==> src/timer16_pkg.sv <==
// Constants shared by the 16-bit timer block: register map, field positions,
// reset values, timing figures.
// Assumes an 8-bit register address space and a single system clock.
package timer16_pkg;

  // Clock and oscillator figures
  localparam int SYS_CLK_HZ     = 25000000;
  localparam int OSC_MAX_HZ     = 200000;
  localparam int OSC_MIN_CYCLES = (SYS_CLK_HZ + OSC_MAX_HZ - 1) / OSC_MAX_HZ;

  // Register offsets
  localparam logic [7:0] ADDR_INTERRUPT_CONTROL   = 8'h0b;
  localparam logic [7:0] ADDR_PERIPHERAL_FLAGS    = 8'h0c;
  localparam logic [7:0] ADDR_COUNT_LOW_BYTE      = 8'h0e;
  localparam logic [7:0] ADDR_COUNT_HIGH_BYTE     = 8'h0f;
  localparam logic [7:0] ADDR_TIMER_CONTROL       = 8'h10;
  localparam logic [7:0] ADDR_PERIPHERAL_ENABLES  = 8'h8c;

  // Timer control fields
  localparam int BIT_RUN_ENABLE    = 0;
  localparam int BIT_CLOCK_SOURCE  = 1;
  localparam int BIT_SYNC_DISABLE  = 2;
  localparam int BIT_OSC_ENABLE    = 3;
  localparam int POS_PRESCALE_LO   = 4;
  localparam int POS_PRESCALE_HI   = 5;
  localparam logic [7:0] TIMER_CONTROL_MASK = 8'h3f;

  // Interrupt fields
  localparam int BIT_OVERFLOW_FLAG     = 0;
  localparam int BIT_OVERFLOW_IRQ_EN   = 0;
  localparam int BIT_GLOBAL_IRQ_EN     = 7;
  localparam int BIT_PERIPHERAL_IRQ_EN = 6;
  localparam logic [7:0] PERIPHERAL_MASK = 8'hcf;

  // Reset values
  localparam logic [7:0] TIMER_CONTROL_RESET      = 8'h00;
  localparam logic [7:0] PERIPHERAL_FLAGS_RESET   = 8'h00;
  localparam logic [7:0] PERIPHERAL_ENABLES_RESET = 8'h00;
  localparam logic [7:0] INTERRUPT_CONTROL_RESET  = 8'h00;
  localparam logic [7:0] READ_IDLE                = 8'h00;

  // Compare unit mode that drives the counter clear
  localparam logic [3:0] MODE_SPECIAL_EVENT = 4'hb;

  // Counter limits
  localparam logic [15:0] COUNT_MAX  = 16'hffff;
  localparam logic [15:0] COUNT_ZERO = 16'h0000;
  localparam logic [2:0]  PRESC_ZERO = 3'h0;

endpackage

==> src/timer16.sv <==
// 16-bit timer/counter with prescaler, dedicated crystal oscillator pins,
// compare-unit clear and overflow interrupt, on a plain register port.
// Assumes the compare unit and sleep control sit on clk_sys; pins are async.
`timescale 1ns/1ps

// How it works
// - Oscillator enable bit starts crystal amplifier
// - Oscillator clock usable as count source
// - Oscillator not gated by sleep
// - Special event trigger clears counter
// - Trigger clear never sets overflow flag
// - Counter write beats simultaneous trigger
// - Compare pair acts as counter period
// - Counter bytes untouched by any reset
// - Control zeroed only by power-on reset
// - Counter byte write clears prescaler
// - Count read/written as two bytes
// - Prescale field divides by 1,2,4,8
// - Clock source selects internal or external
// - Run bit enables counting
// - Async mode counts in sleep; sync stops
module timer16
  import timer16_pkg::*;
(
  input  wire logic        clk_sys,
  input  wire logic        reset_n,
  input  wire logic        soft_reset,
  input  wire logic        sleep_mode,
  input  wire logic [7:0]  reg_addr,
  input  wire logic [7:0]  reg_wdata,
  input  wire logic        reg_write,
  input  wire logic        reg_read,
  output logic      [7:0]  reg_rdata,
  input  wire logic        crystal_input_pin,
  output logic             crystal_output_pin_o,
  output logic             crystal_output_pin_oe,
  input  wire logic        external_count_clock_pin,
  input  wire logic [3:0]  compare_unit_mode_field,
  input  wire logic        special_event_trigger,
  output logic      [15:0] count_value,
  output logic             irq
);

  // Registers
  logic [7:0]  timer_control_q;
  logic [7:0]  peripheral_flags_q;
  logic [7:0]  peripheral_enables_q;
  logic [7:0]  interrupt_control_q;
  logic [15:0] count_q;
  logic [15:0] count_d;
  logic [2:0]  presc_q;
  logic [2:0]  presc_d;
  logic [7:0]  rdata_q;
  logic        xtal_s1_q;
  logic        xtal_s2_q;
  logic        ext_s1_q;
  logic        ext_s2_q;
  logic        src_prev_q;
  logic        xtal_out_q;
  logic [1:0]  loaded_q;

  // Decode of the register port
  wire wr_low   = reg_write && (reg_addr == ADDR_COUNT_LOW_BYTE);
  wire wr_high  = reg_write && (reg_addr == ADDR_COUNT_HIGH_BYTE);
  wire wr_count = wr_low || wr_high;
  wire wr_tctl  = reg_write && (reg_addr == ADDR_TIMER_CONTROL);
  wire wr_flags = reg_write && (reg_addr == ADDR_PERIPHERAL_FLAGS);
  wire wr_enab  = reg_write && (reg_addr == ADDR_PERIPHERAL_ENABLES);
  wire wr_intc  = reg_write && (reg_addr == ADDR_INTERRUPT_CONTROL);

  // Control fields
  wire       run_enable_bit      = timer_control_q[BIT_RUN_ENABLE];
  wire       clock_source_select = timer_control_q[BIT_CLOCK_SOURCE];
  wire       sync_disable_bit    = timer_control_q[BIT_SYNC_DISABLE];
  wire       osc_enable_bit      = timer_control_q[BIT_OSC_ENABLE];
  wire [1:0] prescale_select     = timer_control_q[POS_PRESCALE_HI:POS_PRESCALE_LO];

  // Prescaler terminal count: 0,1,3,7 for 1:1,1:2,1:4,1:8
  wire [2:0] presc_max = 3'(( 4'h1 << prescale_select) - 4'h1);

  // External source: crystal input when oscillator is on, else the clock pin
  wire src_level = osc_enable_bit ? xtal_s2_q : ext_s2_q;
  wire ext_edge  = src_level && !src_prev_q;
  wire presc_in  = clock_source_select ? ext_edge : 1'b1;
  wire presc_tick = run_enable_bit && presc_in && (presc_q == presc_max);

  // Sleep stops synced external counting and the internal clock; async mode runs on
  wire async_mode  = clock_source_select && sync_disable_bit;
  wire count_allow = !sleep_mode || async_mode;
  wire count_inc   = presc_tick && count_allow && run_enable_bit;

  // Compare unit clear; a counter write takes precedence
  wire trig_clear = special_event_trigger &&
                    (compare_unit_mode_field == MODE_SPECIAL_EVENT);
  wire ovf_wrap   = count_inc && (count_q == COUNT_MAX) && !wr_count && !trig_clear;

  // Overflow flag set beats a software clear in the same cycle
  wire flag_set   = ovf_wrap;
  wire flag_clr   = wr_flags && reg_wdata[BIT_OVERFLOW_FLAG];

  // Interrupt output: flag gated by enable and the two global enables
  assign irq = peripheral_flags_q[BIT_OVERFLOW_FLAG] &&
               peripheral_enables_q[BIT_OVERFLOW_IRQ_EN] &&
               interrupt_control_q[BIT_GLOBAL_IRQ_EN] &&
               interrupt_control_q[BIT_PERIPHERAL_IRQ_EN];

  assign count_value           = count_q;
  assign reg_rdata             = rdata_q;
  assign crystal_output_pin_o  = xtal_out_q;
  assign crystal_output_pin_oe = osc_enable_bit;

  // Next count: write, then trigger clear, then increment
  always_comb begin
    count_d = count_q;
    if (wr_low) begin
      count_d[7:0] = reg_wdata;
    end else if (wr_high) begin
      count_d[15:8] = reg_wdata;
    end else if (trig_clear) begin
      // Compare match clears here, so the compare pair is the period
      count_d = COUNT_ZERO;
    end else if (count_inc) begin
      count_d = 16'(count_q + 16'h0001);
    end
  end

  // Next prescaler count; counts on while asleep in sync mode
  always_comb begin
    presc_d = presc_q;
    if (wr_count || soft_reset) begin
      presc_d = PRESC_ZERO;
    end else if (run_enable_bit && presc_in) begin
      presc_d = (presc_q == presc_max) ? PRESC_ZERO : 3'(presc_q + 3'h1);
    end
  end

  // Counter bytes carry no reset at all; content after power-up is unknown
  always_ff @(posedge clk_sys) begin
    count_q <= count_d;
  end

  // Two-flop synchronisers for pin inputs
  always_ff @(posedge clk_sys or negedge reset_n) begin
    if (!reset_n) begin
      xtal_s1_q <= 1'b0;
      xtal_s2_q <= 1'b0;
      ext_s1_q  <= 1'b0;
      ext_s2_q  <= 1'b0;
    end else begin
      xtal_s1_q <= crystal_input_pin;
      xtal_s2_q <= xtal_s1_q;
      ext_s1_q  <= external_count_clock_pin;
      ext_s2_q  <= ext_s1_q;
    end
  end

  // Edge history and crystal amplifier; sleep does not gate the amplifier
  always_ff @(posedge clk_sys or negedge reset_n) begin
    if (!reset_n) begin
      src_prev_q <= 1'b0;
      xtal_out_q <= 1'b0;
    end else begin
      src_prev_q <= src_level;
      xtal_out_q <= osc_enable_bit && !xtal_s2_q;
    end
  end

  // Prescaler state
  always_ff @(posedge clk_sys or negedge reset_n) begin
    if (!reset_n) begin
      presc_q <= PRESC_ZERO;
    end else begin
      presc_q <= presc_d;
    end
  end

  // Timer control: only power-on reset clears it, soft reset leaves it
  always_ff @(posedge clk_sys or negedge reset_n) begin
    if (!reset_n) begin
      timer_control_q <= TIMER_CONTROL_RESET;
    end else if (wr_tctl) begin
      timer_control_q <= reg_wdata & TIMER_CONTROL_MASK;
    end
  end

  // Flags and enables are cleared by every reset; soft reset keeps interrupt control bit 0
  always_ff @(posedge clk_sys or negedge reset_n) begin
    if (!reset_n) begin
      peripheral_flags_q   <= PERIPHERAL_FLAGS_RESET;
      peripheral_enables_q <= PERIPHERAL_ENABLES_RESET;
      interrupt_control_q  <= INTERRUPT_CONTROL_RESET;
    end else if (soft_reset) begin
      peripheral_flags_q   <= PERIPHERAL_FLAGS_RESET;
      peripheral_enables_q <= PERIPHERAL_ENABLES_RESET;
      interrupt_control_q  <= {INTERRUPT_CONTROL_RESET[7:1], interrupt_control_q[0]};
    end else begin
      if (flag_set || (flag_clr == 1'b0)) begin
        peripheral_flags_q[BIT_OVERFLOW_FLAG] <=
          peripheral_flags_q[BIT_OVERFLOW_FLAG] || flag_set;
      end else begin
        peripheral_flags_q[BIT_OVERFLOW_FLAG] <= 1'b0;
      end
      if (wr_enab) begin
        peripheral_enables_q <= reg_wdata & PERIPHERAL_MASK;
      end
      if (wr_intc) begin
        interrupt_control_q <= reg_wdata;
      end
    end
  end

  // Read mux; unmapped addresses read as zero
  wire [7:0] rd_mux =
    (reg_addr == ADDR_COUNT_LOW_BYTE)     ? count_q[7:0]  :
    (reg_addr == ADDR_COUNT_HIGH_BYTE)    ? count_q[15:8] :
    (reg_addr == ADDR_TIMER_CONTROL)      ? timer_control_q :
    (reg_addr == ADDR_PERIPHERAL_FLAGS)   ? peripheral_flags_q :
    (reg_addr == ADDR_PERIPHERAL_ENABLES) ? peripheral_enables_q :
    (reg_addr == ADDR_INTERRUPT_CONTROL)  ? interrupt_control_q : READ_IDLE;

  // Read data stands for the one cycle after the strobe only
  always_ff @(posedge clk_sys or negedge reset_n) begin
    if (!reset_n) begin
      rdata_q <= READ_IDLE;
    end else if (reg_read) begin
      rdata_q <= rd_mux;
    end else begin
      rdata_q <= READ_IDLE;
    end
  end

  // Counter bytes loaded since power-on; the counter has no reset, so
  // checks on its value wait until both bytes are known
  always_ff @(posedge clk_sys or negedge reset_n) begin
    if (!reset_n) begin
      loaded_q <= 2'h0;
    end else begin
      loaded_q <= loaded_q | {wr_high || trig_clear, wr_low || trig_clear};
    end
  end

  wire count_known = &loaded_q;

  // Checks

  property p_osc_pin_enable;
    @(posedge clk_sys) disable iff (!reset_n)
      wr_tctl && reg_wdata[BIT_OSC_ENABLE] |=> crystal_output_pin_oe;
  endproperty
  a_osc_pin_enable: assert property (p_osc_pin_enable)
    else $error("oscillator enable did not drive amplifier");

  property p_osc_runs_in_sleep;
    @(posedge clk_sys) disable iff (!reset_n)
      osc_enable_bit && sleep_mode && $past(osc_enable_bit) |->
        xtal_out_q == !$past(xtal_s2_q);
  endproperty
  a_osc_runs_in_sleep: assert property (p_osc_runs_in_sleep)
    else $error("oscillator gated during sleep");

  property p_trigger_clear;
    @(posedge clk_sys) disable iff (!reset_n)
      trig_clear && !wr_count |=> count_q == COUNT_ZERO;
  endproperty
  a_trigger_clear: assert property (p_trigger_clear)
    else $error("trigger did not clear counter");

  property p_trigger_no_flag;
    @(posedge clk_sys) disable iff (!reset_n)
      trig_clear && !peripheral_flags_q[BIT_OVERFLOW_FLAG] |=>
        !peripheral_flags_q[BIT_OVERFLOW_FLAG];
  endproperty
  a_trigger_no_flag: assert property (p_trigger_no_flag)
    else $error("trigger clear set overflow flag");

  property p_write_beats_trigger;
    @(posedge clk_sys) disable iff (!reset_n)
      wr_low && trig_clear |=> count_q[7:0] == $past(reg_wdata);
  endproperty
  a_write_beats_trigger: assert property (p_write_beats_trigger)
    else $error("trigger overrode counter write");

  property p_soft_reset_keeps_control;
    @(posedge clk_sys) disable iff (!reset_n)
      soft_reset && !wr_tctl |=> $stable(timer_control_q);
  endproperty
  a_soft_reset_keeps_control: assert property (p_soft_reset_keeps_control)
    else $error("soft reset changed timer control");

  property p_write_clears_presc;
    @(posedge clk_sys) disable iff (!reset_n)
      wr_count |=> presc_q == PRESC_ZERO;
  endproperty
  a_write_clears_presc: assert property (p_write_clears_presc)
    else $error("prescaler not cleared by counter write");

  property p_read_high;
    @(posedge clk_sys) disable iff (!reset_n)
      reg_read && reg_addr == ADDR_COUNT_HIGH_BYTE |=> reg_rdata == $past(count_q[15:8]);
  endproperty
  a_read_high: assert property (p_read_high)
    else $error("high byte read mismatch");

  property p_presc_terminal;
    @(posedge clk_sys) disable iff (!reset_n)
      presc_tick |-> presc_q == {prescale_select == 2'h3, prescale_select[1], |prescale_select};
  endproperty
  a_presc_terminal: assert property (p_presc_terminal)
    else $error("prescaler tick at wrong count");

  property p_hold_when_stopped;
    @(posedge clk_sys) disable iff (!reset_n)
      count_known && !run_enable_bit && !wr_count && !trig_clear |=> $stable(count_q);
  endproperty
  a_hold_when_stopped: assert property (p_hold_when_stopped)
    else $error("counter moved while stopped");

  property p_sync_sleep_stops;
    @(posedge clk_sys) disable iff (!reset_n)
      count_known && sleep_mode && !async_mode && !wr_count && !trig_clear |=>
        $stable(count_q);
  endproperty
  a_sync_sleep_stops: assert property (p_sync_sleep_stops)
    else $error("counter moved in sleep in sync mode");

  property p_wrap_sets_flag;
    @(posedge clk_sys) disable iff (!reset_n)
      ovf_wrap |=> count_q == COUNT_ZERO && peripheral_flags_q[BIT_OVERFLOW_FLAG] ##1
        (peripheral_flags_q[BIT_OVERFLOW_FLAG] || $past(flag_clr) || $past(soft_reset));
  endproperty
  a_wrap_sets_flag: assert property (p_wrap_sets_flag)
    else $error("wrap did not set sticky flag");

  property p_set_beats_clear;
    @(posedge clk_sys) disable iff (!reset_n)
      ovf_wrap && flag_clr && !soft_reset |=> peripheral_flags_q[BIT_OVERFLOW_FLAG];
  endproperty
  a_set_beats_clear: assert property (p_set_beats_clear)
    else $error("flag clear beat overflow set");

  property p_byte_write_only;
    @(posedge clk_sys) disable iff (!reset_n)
      wr_high && loaded_q[0] |=>
        count_q[7:0] == $past(count_q[7:0]) && count_q[15:8] == $past(reg_wdata);
  endproperty
  a_byte_write_only: assert property (p_byte_write_only)
    else $error("byte write disturbed other byte");

endmodule

==> config.mk <==
export PLATFORM = sky130hd
export DESIGN_NAME = timer16
export DESIGN_NICKNAME = d
export VERILOG_FILES = /design/src/timer16_pkg.sv /design/src/timer16.sv
export SDC_FILE = /design/constraint.sdc
export NUM_CORES = 1
export LEC_CHECK = 0
export BUFFER_PORTS_ARGS = -buffer_cell sky130_fd_sc_hd__buf_4
export CAP_MARGIN = 30
export CORE_MARGIN = 2
export CORE_UTILIZATION = 45
export CTS_BUF_LIST = sky130_fd_sc_hd__clkbuf_16
export DETAILED_ROUTE_END_ITERATION = 10
export PLACE_DENSITY = 0.72
export SETUP_SLACK_MARGIN = 0.3
export SLEW_MARGIN = 20
export SYNTH_ARGS = -nofsm -noshare
export SYNTH_HDL_FRONTEND = slang
export SYNTH_SLANG_ARGS = --single-unit
==> constraint.sdc <==
create_clock -name clk_sys -period 1.95 [get_ports clk_sys]
set_input_delay 0.0975 -clock clk_sys [delete_from_list [all_inputs] [get_ports clk_sys]]
set_output_delay 0.0975 -clock clk_sys [all_outputs]
set_load 0.02 [all_outputs]
# Yosys cells after proc, flatten, opt, wreduce, memory -nomap -nowiden
# Index checks and enable logic that the tools add are counted.
[totals]
reg_bits = 56
latch_bits = 0
ram_bits = 0
romBits = 0
out_inout_bits = 27
word_cells = 94
memories = 0
[op_classes]
addsub = 3
mul = 0
n_div = 0
order_cmp = 0
eq_ne = 10
shifts = 1
mux = 23
bitwise = 3
reduce_logical = 39
[op_table]
columns = ["operator", "n"]
rows = [
  ["8-bit 2-to-1 mux", 14],
  ["8-bit by 4-bit == test with 1-bit output (second input constant)", 4],
  ["16-bit 2-to-1 mux", 2],
  ["1-bit logical AND", 21],
  ["16-bit by 1-bit adder with 16-bit output (second input constant)", 1],
  ["16-bit == test (second input constant)", 1],
  ["3-bit 2-to-1 mux", 3],
  ["8-bit by 5-bit == test with 1-bit output (second input constant)", 1],
  ["8-bit == test (second input constant)", 1],
  ["2-bit AND reduction", 3],
  ["2-bit nonzero test", 3],
  ["3-bit nonzero test", 2],
  ["1-bit zero test", 5],
  ["1-bit logical OR", 5],
  ["4-bit == test (second input constant)", 1],
  ["1-bit 2-to-1 mux", 4],
  ["3-bit by 1-bit adder with 3-bit output (second input constant)", 1],
  ["3-bit == test", 1],
  ["1-bit NOT", 3],
  ["1-bit by 2-bit left shift with 3-bit output (first input constant)", 1],
  ["3-bit by 1-bit subtractor with 3-bit output (second input constant)", 1],
  ["2-bit inequality test (second input constant)", 1],
]

# Logic depth before layout (Yosys ltp)
# Gate-level depths: netlist (run 1).
[logic_depth]
depth_word = 13
depth_mapped = 6

# Least setup slack after synthesis (run 1)
# Ideal clock, no wire load.
[synth_timing]
path_type = "flip-flop to flip-flop"
start = "register timer_control_q[3]"
end = "register count_q[10], in the netlist count_value[10], enable pin"
setup_time_ps = 378
arrival_time_ps = 1598
required_ps = 1572
path_slack_ps = -26
path_stages_with_launch = 5
path_buffers = 0
period_less_slack_ps = 1976
cell_sequence = "dfrtp_1 > mux2_2 > a21oi_1 > a211o_1 > a31oi_1"
[synth_between]
elab_chain_len = 9
[synth_lines]
columns = ["element", "line_no", "rtl"]
rows = [
  ["from (decl)", "timer16.sv:45", "logic [7:0] timer_control_q;"],
  ["from (signal assigned)", "timer16.sv:182", "timer_control_q <= reg_wdata & TIMER_CONTROL_MASK;"],
  ["1-bit 2-to-1 mux", "timer16.sv:82", "wire src_level = osc_enable_bit ? xtal_s2_q : ext_s2_q;"],
  ["net src_level", "timer16.sv:82", ""],
  ["1-bit logical AND", "timer16.sv:83", "wire ext_edge = src_level && !src_prev_q;"],
  ["1-bit 2-to-1 mux", "timer16.sv:84", "wire presc_in = clock_source_select ? ext_edge : 1'b1;"],
  ["1-bit logical AND (2 in series)", "timer16.sv:85", "wire presc_tick = run_enable_bit && presc_in && (presc_q == presc_max);"],
  ["1-bit logical AND (2 in series)", "timer16.sv:90", "wire count_inc = presc_tick && count_allow && run_enable_bit;"],
  ["3-bit nonzero test (no source line)", "-", ""],
  ["2-bit AND reduction (no source line)", "-", ""],
  ["to (signal assigned)", "timer16.sv:139", "count_q <= count_d;"],
  ["to (decl)", "timer16.sv:49", "logic [15:0] count_q;"],
]
# The timed path passes the listed nets, and every way through them passes these cells.
# A chain may end at the register's enable or synchronous reset.

# Final worst setup path (run 1)
[layout_timing]
start = "register presc_q[2]"
end = "register count_q[8], in the netlist count_value[8], enable pin"
[layout_between]
elab_chain_len = 6
[layout_lines]
columns = ["element", "line_no", "rtl"]
rows = [
  ["from (decl)", "timer16.sv:51", "logic [2:0] presc_q;"],
  ["from (signal assigned)", "timer16.sv:173", "presc_q <= presc_d;"],
  ["3-bit == test", "timer16.sv:85", ""],
  ["1-bit logical AND", "timer16.sv:85", ""],
  ["1-bit logical AND (2 in series)", "timer16.sv:90", ""],
  ["3-bit nonzero test (no source line)", "-", ""],
  ["2-bit AND reduction (no source line)", "-", ""],
]
# Every way passes these cells.

==> results of run 1 <==
-- per-stage QoR --
step	cell area, um^2	worst slack (ns)	std cells
after floorplan	3030	0.246	284
after global placement	3640	0.131	426
final	4070	0.175	456
after CTS	3920	0.218	444
after global routing	4070	0.137	456
after detailed placement	3640	0.0881	426
-- sequential cells by signal (all words and copies together), names as in the netlist --
register / count
xtal_s2_q: 1
ext_s2_q: 1
peripheral_enables_q: 6
interrupt_control_q: 8
peripheral_flags_q: 1
crystal_output_pin_o: 1
count_value: 16
timer_control_q: 6
reg_rdata: 8
ext_s1_q: 1
presc_q: 3
src_prev_q: 1
xtal_s1_q: 1
-- cells by family (layout without fill, tap and decap cells) --
kind of cell | Yosys count | after routing | share of synthesized area, %
xor+xnor | 12 | 12 | 3.52
simple gates | 112 | 112 | 20.9
mux | 29 | 29 | 11.0
fa+ha+maj | 2 | 2 | 0.837
compound gates | 57 | 57 | 13.4
flops | 54 | 54 | 47.9
buf+inv | 18 | 113 | 2.51
-- cell type report --
cell class	instances	share of cell area, %
clock buffers	5	3.07
inverters	7	0.645
repair buffers	98	19.0
clock inverters	3	0.707
multi-input cells	212	39.1
flip-flops and latches	54	35.2
well taps	77	2.37
-- Yosys cell counts, types with 3 or more instances --
cell type and number:
nor2_1 22, edfxtp_1 16, inv_1 7, nor4_1 5, nand4_1 11, a21boi_0 4
a22o_1 3, clkbuf_1 3, mux2i_1 17, o31ai_1 7, nand2_1 31, nor2b_1 7
xnor2_1 9, buf_2 5, a21oi_1 10, mux2_4 6, mux2_2 6, o21ai_0 12
nor3_1 6, xor2_1 3, dfrtp_1 38, nand3_1 8
-- cell usage in the layout, fill, tap and decap left out, drive strengths merged, types with 7 or more instances in the layout --
master	count
o31ai	7
nand3	8
nand2	32
a21oi	10
buf	95
nor2b	7
dfrtp	38
nor2	22
nand4	12
inv	8
mux2	12
xnor2	9
nor3	7
mux2i	17
o21ai	12
edfxtp	16
-- worst max-delay path by stage --
stage,startpoint,cells after the start,to,slack (ns)
final,presc_q[2]$_DFFE_PN0P_,5,count_value[8]$_DFFE_PP_,0.17
after global routing,presc_q[2]$_DFFE_PN0P_,5,count_value[10]$_DFFE_PP_,0.14
after CTS,presc_q[2]$_DFFE_PN0P_,5,count_value[9]$_DFFE_PP_,0.22
after detailed placement,timer_control_q[4]$_DFFE_PN0P_,4,count_value[9]$_DFFE_PP_,0.09
after global placement,timer_control_q[4]$_DFFE_PN0P_,4,count_value[14]$_DFFE_PP_,0.13
after floorplan,timer_control_q[3]$_DFFE_PN0P_,4,count_value[10]$_DFFE_PP_,0.25
-- critical path, stage by stage, from the launching register on --
cell and delay [ns]:
dfrtp_1 0.43, xnor2_1 0.17, nand4_1 0.16, a211o_4 0.41
a31oi_4 0.17, buf_12 0.15
-- power by group --
part	switching [mW]	internal [mW]
logic	0.165	0.143
registers	0.0202	1.19
clock network	0.435	0.490
total	0.620	1.82
-- repair_timing --
action	CTS	global route
hold buffers	3	0
hold endpoints to repair	40	0
resized for setup	4	9
pin swaps	3	8
endpoints found under the setup margin	18	25
setup buffers	7	12
-- per-layer routing --
layer  track usage [%]  share of wire [%]  vias to the layer above
met2              38.8                 47                      120
met3              3.08                8.7                       17
li1                  -                  -                     1248
met1              35.5                 42                     1307
met4              10.5                2.7                        0
met5                 0                  0                        -
==> key figures, run 1 <==
Clock tree
  – Clk buf depth: 2
  – CTS tree: built
  – Clock Latency Late Sink: 0.30 ns
  – CTS buffer count: 5
  – CTS clk-pin slew, worst paths: 0.08 ns
  – Sink Count: 54
  – Root Buffer: clkbuf_16
  – H-tree levels: 2

STA
  – Worst slew pin tran: 0.503 ns
  – Hold WS: 0.0889 ns
  – Final period util: 91.0%
  – Final hold vios: 0
  – Max-slew headroom: 66.2%
  – Final setup viols: 0
  – Clk_skew: 0.00823 ns
  – RSZ-0062 raised after global routing: true
  – Fin Setup TNS: 0 ns
  – Fmax: 563 MHz
  – Pins Over Slew Limit: 0
  – Crit path time final: 1.78 ns

Outcome
  – Run status: finished, final reports clean

Detailed routing
  – DR vias/cell: 5.90
  – Average wire per standard cell: 19.3 um
  – Routed Antenna Nets: 0
  – DRC viols: 0
  – Initial DRC Count: 324
  – DRT Pass-1 Iters: 5
  – Vias: 2,692
  – Final WL: 8810 um

Floorplanning
  – DIE HEIGHT: 85.5 um
  – I/O Pins: 56
  – Core area: 6390 um^2
  – Initial core utilization: 46.8%
  – FP Rows: 29
  – Die X-Extent: 85.5 um
  – Die area: 7310 um^2

GRT
  – First-pass GRT wire length: 13,900 um
  – Total grt overflow: 0
  – Gr usage total: 25.0%
  – Largest net degree at the start of global routing: 39
  – Number of global-route vias before repair: 2,620
  – Initial antenna violation count: 0

Synth
  – Main synth FF type: dfrtp_1
  – Mapped Area: 2990 um^2
  – Syn Area/Cell: 10.5 um^2
  – Largest cells by area after synthesis: dfrtp_1 (32%), edfxtp_1 (16%), mux2i_1 (5.7%), nand2_1 (3.9%), mux2_4 (3.0%)
  – Synth warn: 0
  – Post-synth top area share: 31.8%
  – Net Count, Synth: 315
  – #FFs+latches synth: 54
  – Post-synth EDFFs: 16
  – Ys async rst share: 70.4%
  – Netlist cell types: 58
  – Register area share after synthesis: 47.9%
  – Gate Count Post-Synth: 284
  – Synth area leader: dfrtp_1

Worst setup path
  – Arrival @ worst endpoint: 1.79 ns
  – Worst R2R Start: presc_q[2]$_DFFE_PN0P_
  – Crit start category: flip-flop
  – Reg2reg path depth: 5
  – CP Class: reg -> reg
  – RR Endpoint: count_value[8]$_DFFE_PP_
  – Maximum fanout along the worst path: 8
  – Capturing element type of the critical path: flip-flop
  – R2R Setup Slk: 0.17 ns
  – Critical path required time: 1.96 ns

Power and ir drop
  – Leak: 1.86 nW
  – Maximum VDD drop: 375 uV
  – Pwr dens: 601 nW/um^2
  – Final Power: 2.44 mW

Final layout
  – Fill cell count: 496
  – Area delta synth->final: 36.2%
  – Layout Utilization: 63.8%
  – N_diodes: 0
  – Share of layout cells above drive strength 1: 36.1%
  – Multi-input logic area: 1590 um^2
  – FF/Latch Area: 1430 um^2
  – Final net count: 409

Min path
  – Min-Delay Endpoint: timer_control_q[4]$_DFFE_PN0P_
  – Hold Path Class: in -> reg
  – Hold Crit Start: reg_wdata[4]
  – Worst Hold Depth: 2

Flow run
  – Maxcap violations: 0

Placed design
  – RePlAce Congestion: 0.902
  – Port Buffer Count: 55
  – Dpl hpwl: 6250 um
Note: power is estimated with default switching activity, not from simulation.
==> run 2: changes to the inputs <==
--- a/config.mk
+++ b/config.mk
@@ -11,9 +11,8 @@
 export CORE_UTILIZATION = 45
 export CTS_BUF_LIST = sky130_fd_sc_hd__clkbuf_16
 export DETAILED_ROUTE_END_ITERATION = 10
-export PLACE_DENSITY = 0.72
+export PLACE_DENSITY = 0.7
 export SETUP_SLACK_MARGIN = 0.3
-export SLEW_MARGIN = 20
 export SYNTH_ARGS = -nofsm -noshare
 export SYNTH_HDL_FRONTEND = slang
 export SYNTH_SLANG_ARGS = --single-unit
==> constraint.sdc (replaced) <==
create_clock -name clk_sys -period 2.1 [get_ports clk_sys]
set_input_delay 0.105 -clock clk_sys [delete_from_list [all_inputs] [get_ports clk_sys]]
set_output_delay 0.105 -clock clk_sys [all_outputs]
set_load 0.02 [all_outputs]
==> run 2 against run 1 <==
- setup slack improved by 0.19 ns
- clock power decreased by 2.9%
- via count decreased by 3.0%
- clock skew decreased by 0.0036 ns
- count of clock-buffer cells in the layout increased by 1
- core utilization decreased by 3.4 points
- critical path depth unchanged
- sequential cell count unchanged
- global-route usage decreased by 1.5 points
- die area unchanged
- cell count decreased by 5.0%
- critical endpoint is now count_value[14]$_DFFE_PP_
- largest power group unchanged
- highest routed layer unchanged
==> key figures, run 2 (same netlist as run 1, synthesis figures left out) <==
Detailed routing
  – Vias: 2,610
  – DRT Pass-1 Iters: 5
  – Final WL: 8390 um
  – Routed Antenna Nets: 0
  – DR vias/cell: 6.03
  – Average wire per standard cell: 19.4 um
  – Initial DRC Count: 210
  – DRC viols: 0

Flow run
  – Maxcap violations: 0

STA
  – Clk_skew: 0.00466 ns
  – Worst slew pin tran: 0.518 ns
  – Max-slew headroom: 65.2%
  – Final period util: 82.6%
  – Pins Over Slew Limit: 0
  – Crit path time final: 1.73 ns
  – Final hold vios: 0
  – Fin Setup TNS: 0 ns
  – Final setup viols: 0
  – Fmax: 577 MHz
  – Hold WS: 0.0962 ns
  – RSZ-0062 raised after global routing: false

Placed design
  – Port Buffer Count: 55
  – RePlAce Congestion: 0.941
  – Cell area after placement: 3550 um^2
  – Dpl hpwl: 6040 um

GRT
  – Gr usage total: 23.5%
  – Initial antenna violation count: 0
  – Total grt overflow: 0
  – Largest net degree at the start of global routing: 39
  – First-pass GRT wire length: 13,200 um
  – Number of global-route vias before repair: 2,545

Floorplanning
  – Die area: 7310 um^2
  – DIE HEIGHT: 85.5 um
  – Core area: 6390 um^2
  – Initial core utilization: 46.8%
  – FP Rows: 29
  – I/O Pins: 56
  – Die X-Extent: 85.5 um

Power and ir drop
  – Leak: 1.73 nW
  – Pwr dens: 594 nW/um^2
  – Final Power: 2.29 mW
  – Maximum VDD drop: 383 uV

Outcome
  – Run status: finished, final reports clean

Final layout
  – Final net count: 386
  – Largest register FFs: 16
  – Commonest cells after routing, fill and taps aside: buf_4 (70), dfrtp_1 (37), nand2_1 (31), nor2_1 (22), mux2i_1 (17)
  – Area delta synth->final: 28.9%
  – Multi-input logic area: 1540 um^2
  – N_diodes: 0
  – Post-Layout Inst Area: 3850 um^2
  – Commonest non-fill, non-tap cell in the layout: buf_4
  – Share of layout cells above drive strength 1: 30.3%
  – FF/Latch Area: 1430 um^2
  – Fill cell count: 556

Clock tree
  – Root Buffer: clkbuf_16
  – CTS clk-pin slew, worst paths: 0.07 ns
  – Clock Latency Late Sink: 0.29 ns
  – H-tree levels: 2
  – Clk buf depth: 2
  – Sink Count: 54
  – CTS buffer count: 5
  – CTS tree: built

Worst setup path
  – Crit start category: flip-flop
  – Arrival @ worst endpoint: 1.75 ns
  – Critical path required time: 2.12 ns
  – Capturing element type of the critical path: flip-flop
  – CP Class: reg -> reg
  – Maximum fanout along the worst path: 5

Min path
  – Hold Path Class: in -> reg
[run 2: cell types whose count changed in the layout (fill, tap and decap cells not counted), moves of 2 or more]
cell	delta
buf_4	-22
clkinv_4	-2
nor4_1	+4
nor4_2	-2
nor4_4	-2
[run 2: final timing paths]
kind                                             start                             end  slack, ns  cells past startpoint
worst max-delay path            presc_q[2]$_DFFE_PN0P_       count_value[14]$_DFFE_PP_       0.37                      5
worst min-delay path                      reg_wdata[5]  timer_control_q[5]$_DFFE_PN0P_        0.1                      2
worst max register to register  presc_q[2]$_DFFE_PN0P_       count_value[14]$_DFFE_PP_       0.37                      5
worst min register to register      ext_s1_q$_DFF_PN0_              ext_s2_q$_DFF_PN0_       0.36                      0
max in group asynchronous                      reset_n          presc_q[2]$_DFFE_PN0P_       1.40                      2
min in group asynchronous                      reset_n          reg_rdata[6]$_DFF_PN0_       0.33                      2
[run 2: per-layer routing]
layer	track usage, %	share of wire [%]	vias to the layer above
met3	4.52	7.6	12
met5	0	0	-
li1	-	-	1201
met2	34.9	46	124
met1	34.5	45	1273
met4	8.23	1.7	0
[run 2: cell type report]
class | count | area share (%)
Clock buffer | 6 | 3.90
Clock inverter | 2 | 0.357
Inverter | 7 | 0.682
Multi-Input combinational cell | 212 | 39.9
Sequential cell | 54 | 37.2
Tap cell | 77 | 2.50
Timing Repair Buffer | 75 | 15.5
[run 2: where the power goes]
| group | internal [mW] | total, mW | switching (mW) |
|---|---|---|---|
| Sequential | 1.11 | 1.13 | 0.0236 |
| Combinational | 0.119 | 0.262 | 0.143 |
| Clock | 0.516 | 0.898 | 0.382 |
| Total | 1.74 | 2.29 | 0.549 |
[run 2: per-stage QoR]
| step | util (%) | cells | worst slack, ns |
|---|---|---|---|
| global placement | 55.6 | 416 | 0.165 |
| finish | 60.3 | 433 | 0.366 |
| global route | 60.3 | 433 | 0.300 |
| CTS | 59.9 | 432 | 0.300 |
| floorplan | - | 284 | 0.304 |
| detailed placement | 55.6 | 416 | 0.135 |
[run 2: worst max-delay path, cell delays in order, from the launching register on]
cell and delay (ns):
dfrtp_2 0.44, xnor2_1 0.14, nand4_1 0.14, a211o_4 0.40, a31oi_4 0.18, buf_4 0.16
[run 2: what timing repair did]
| item | in CTS | in global routing |
|---|---|---|
| pin swaps | 5 | 0 |
| gates resized for setup | 3 | 6 |
| setup endpoints to repair | 20 | 16 |
| hold endpoints to repair | 40 | 0 |
| buffers inserted | 5 | 1 |
| hold buffers | 3 | 0 |
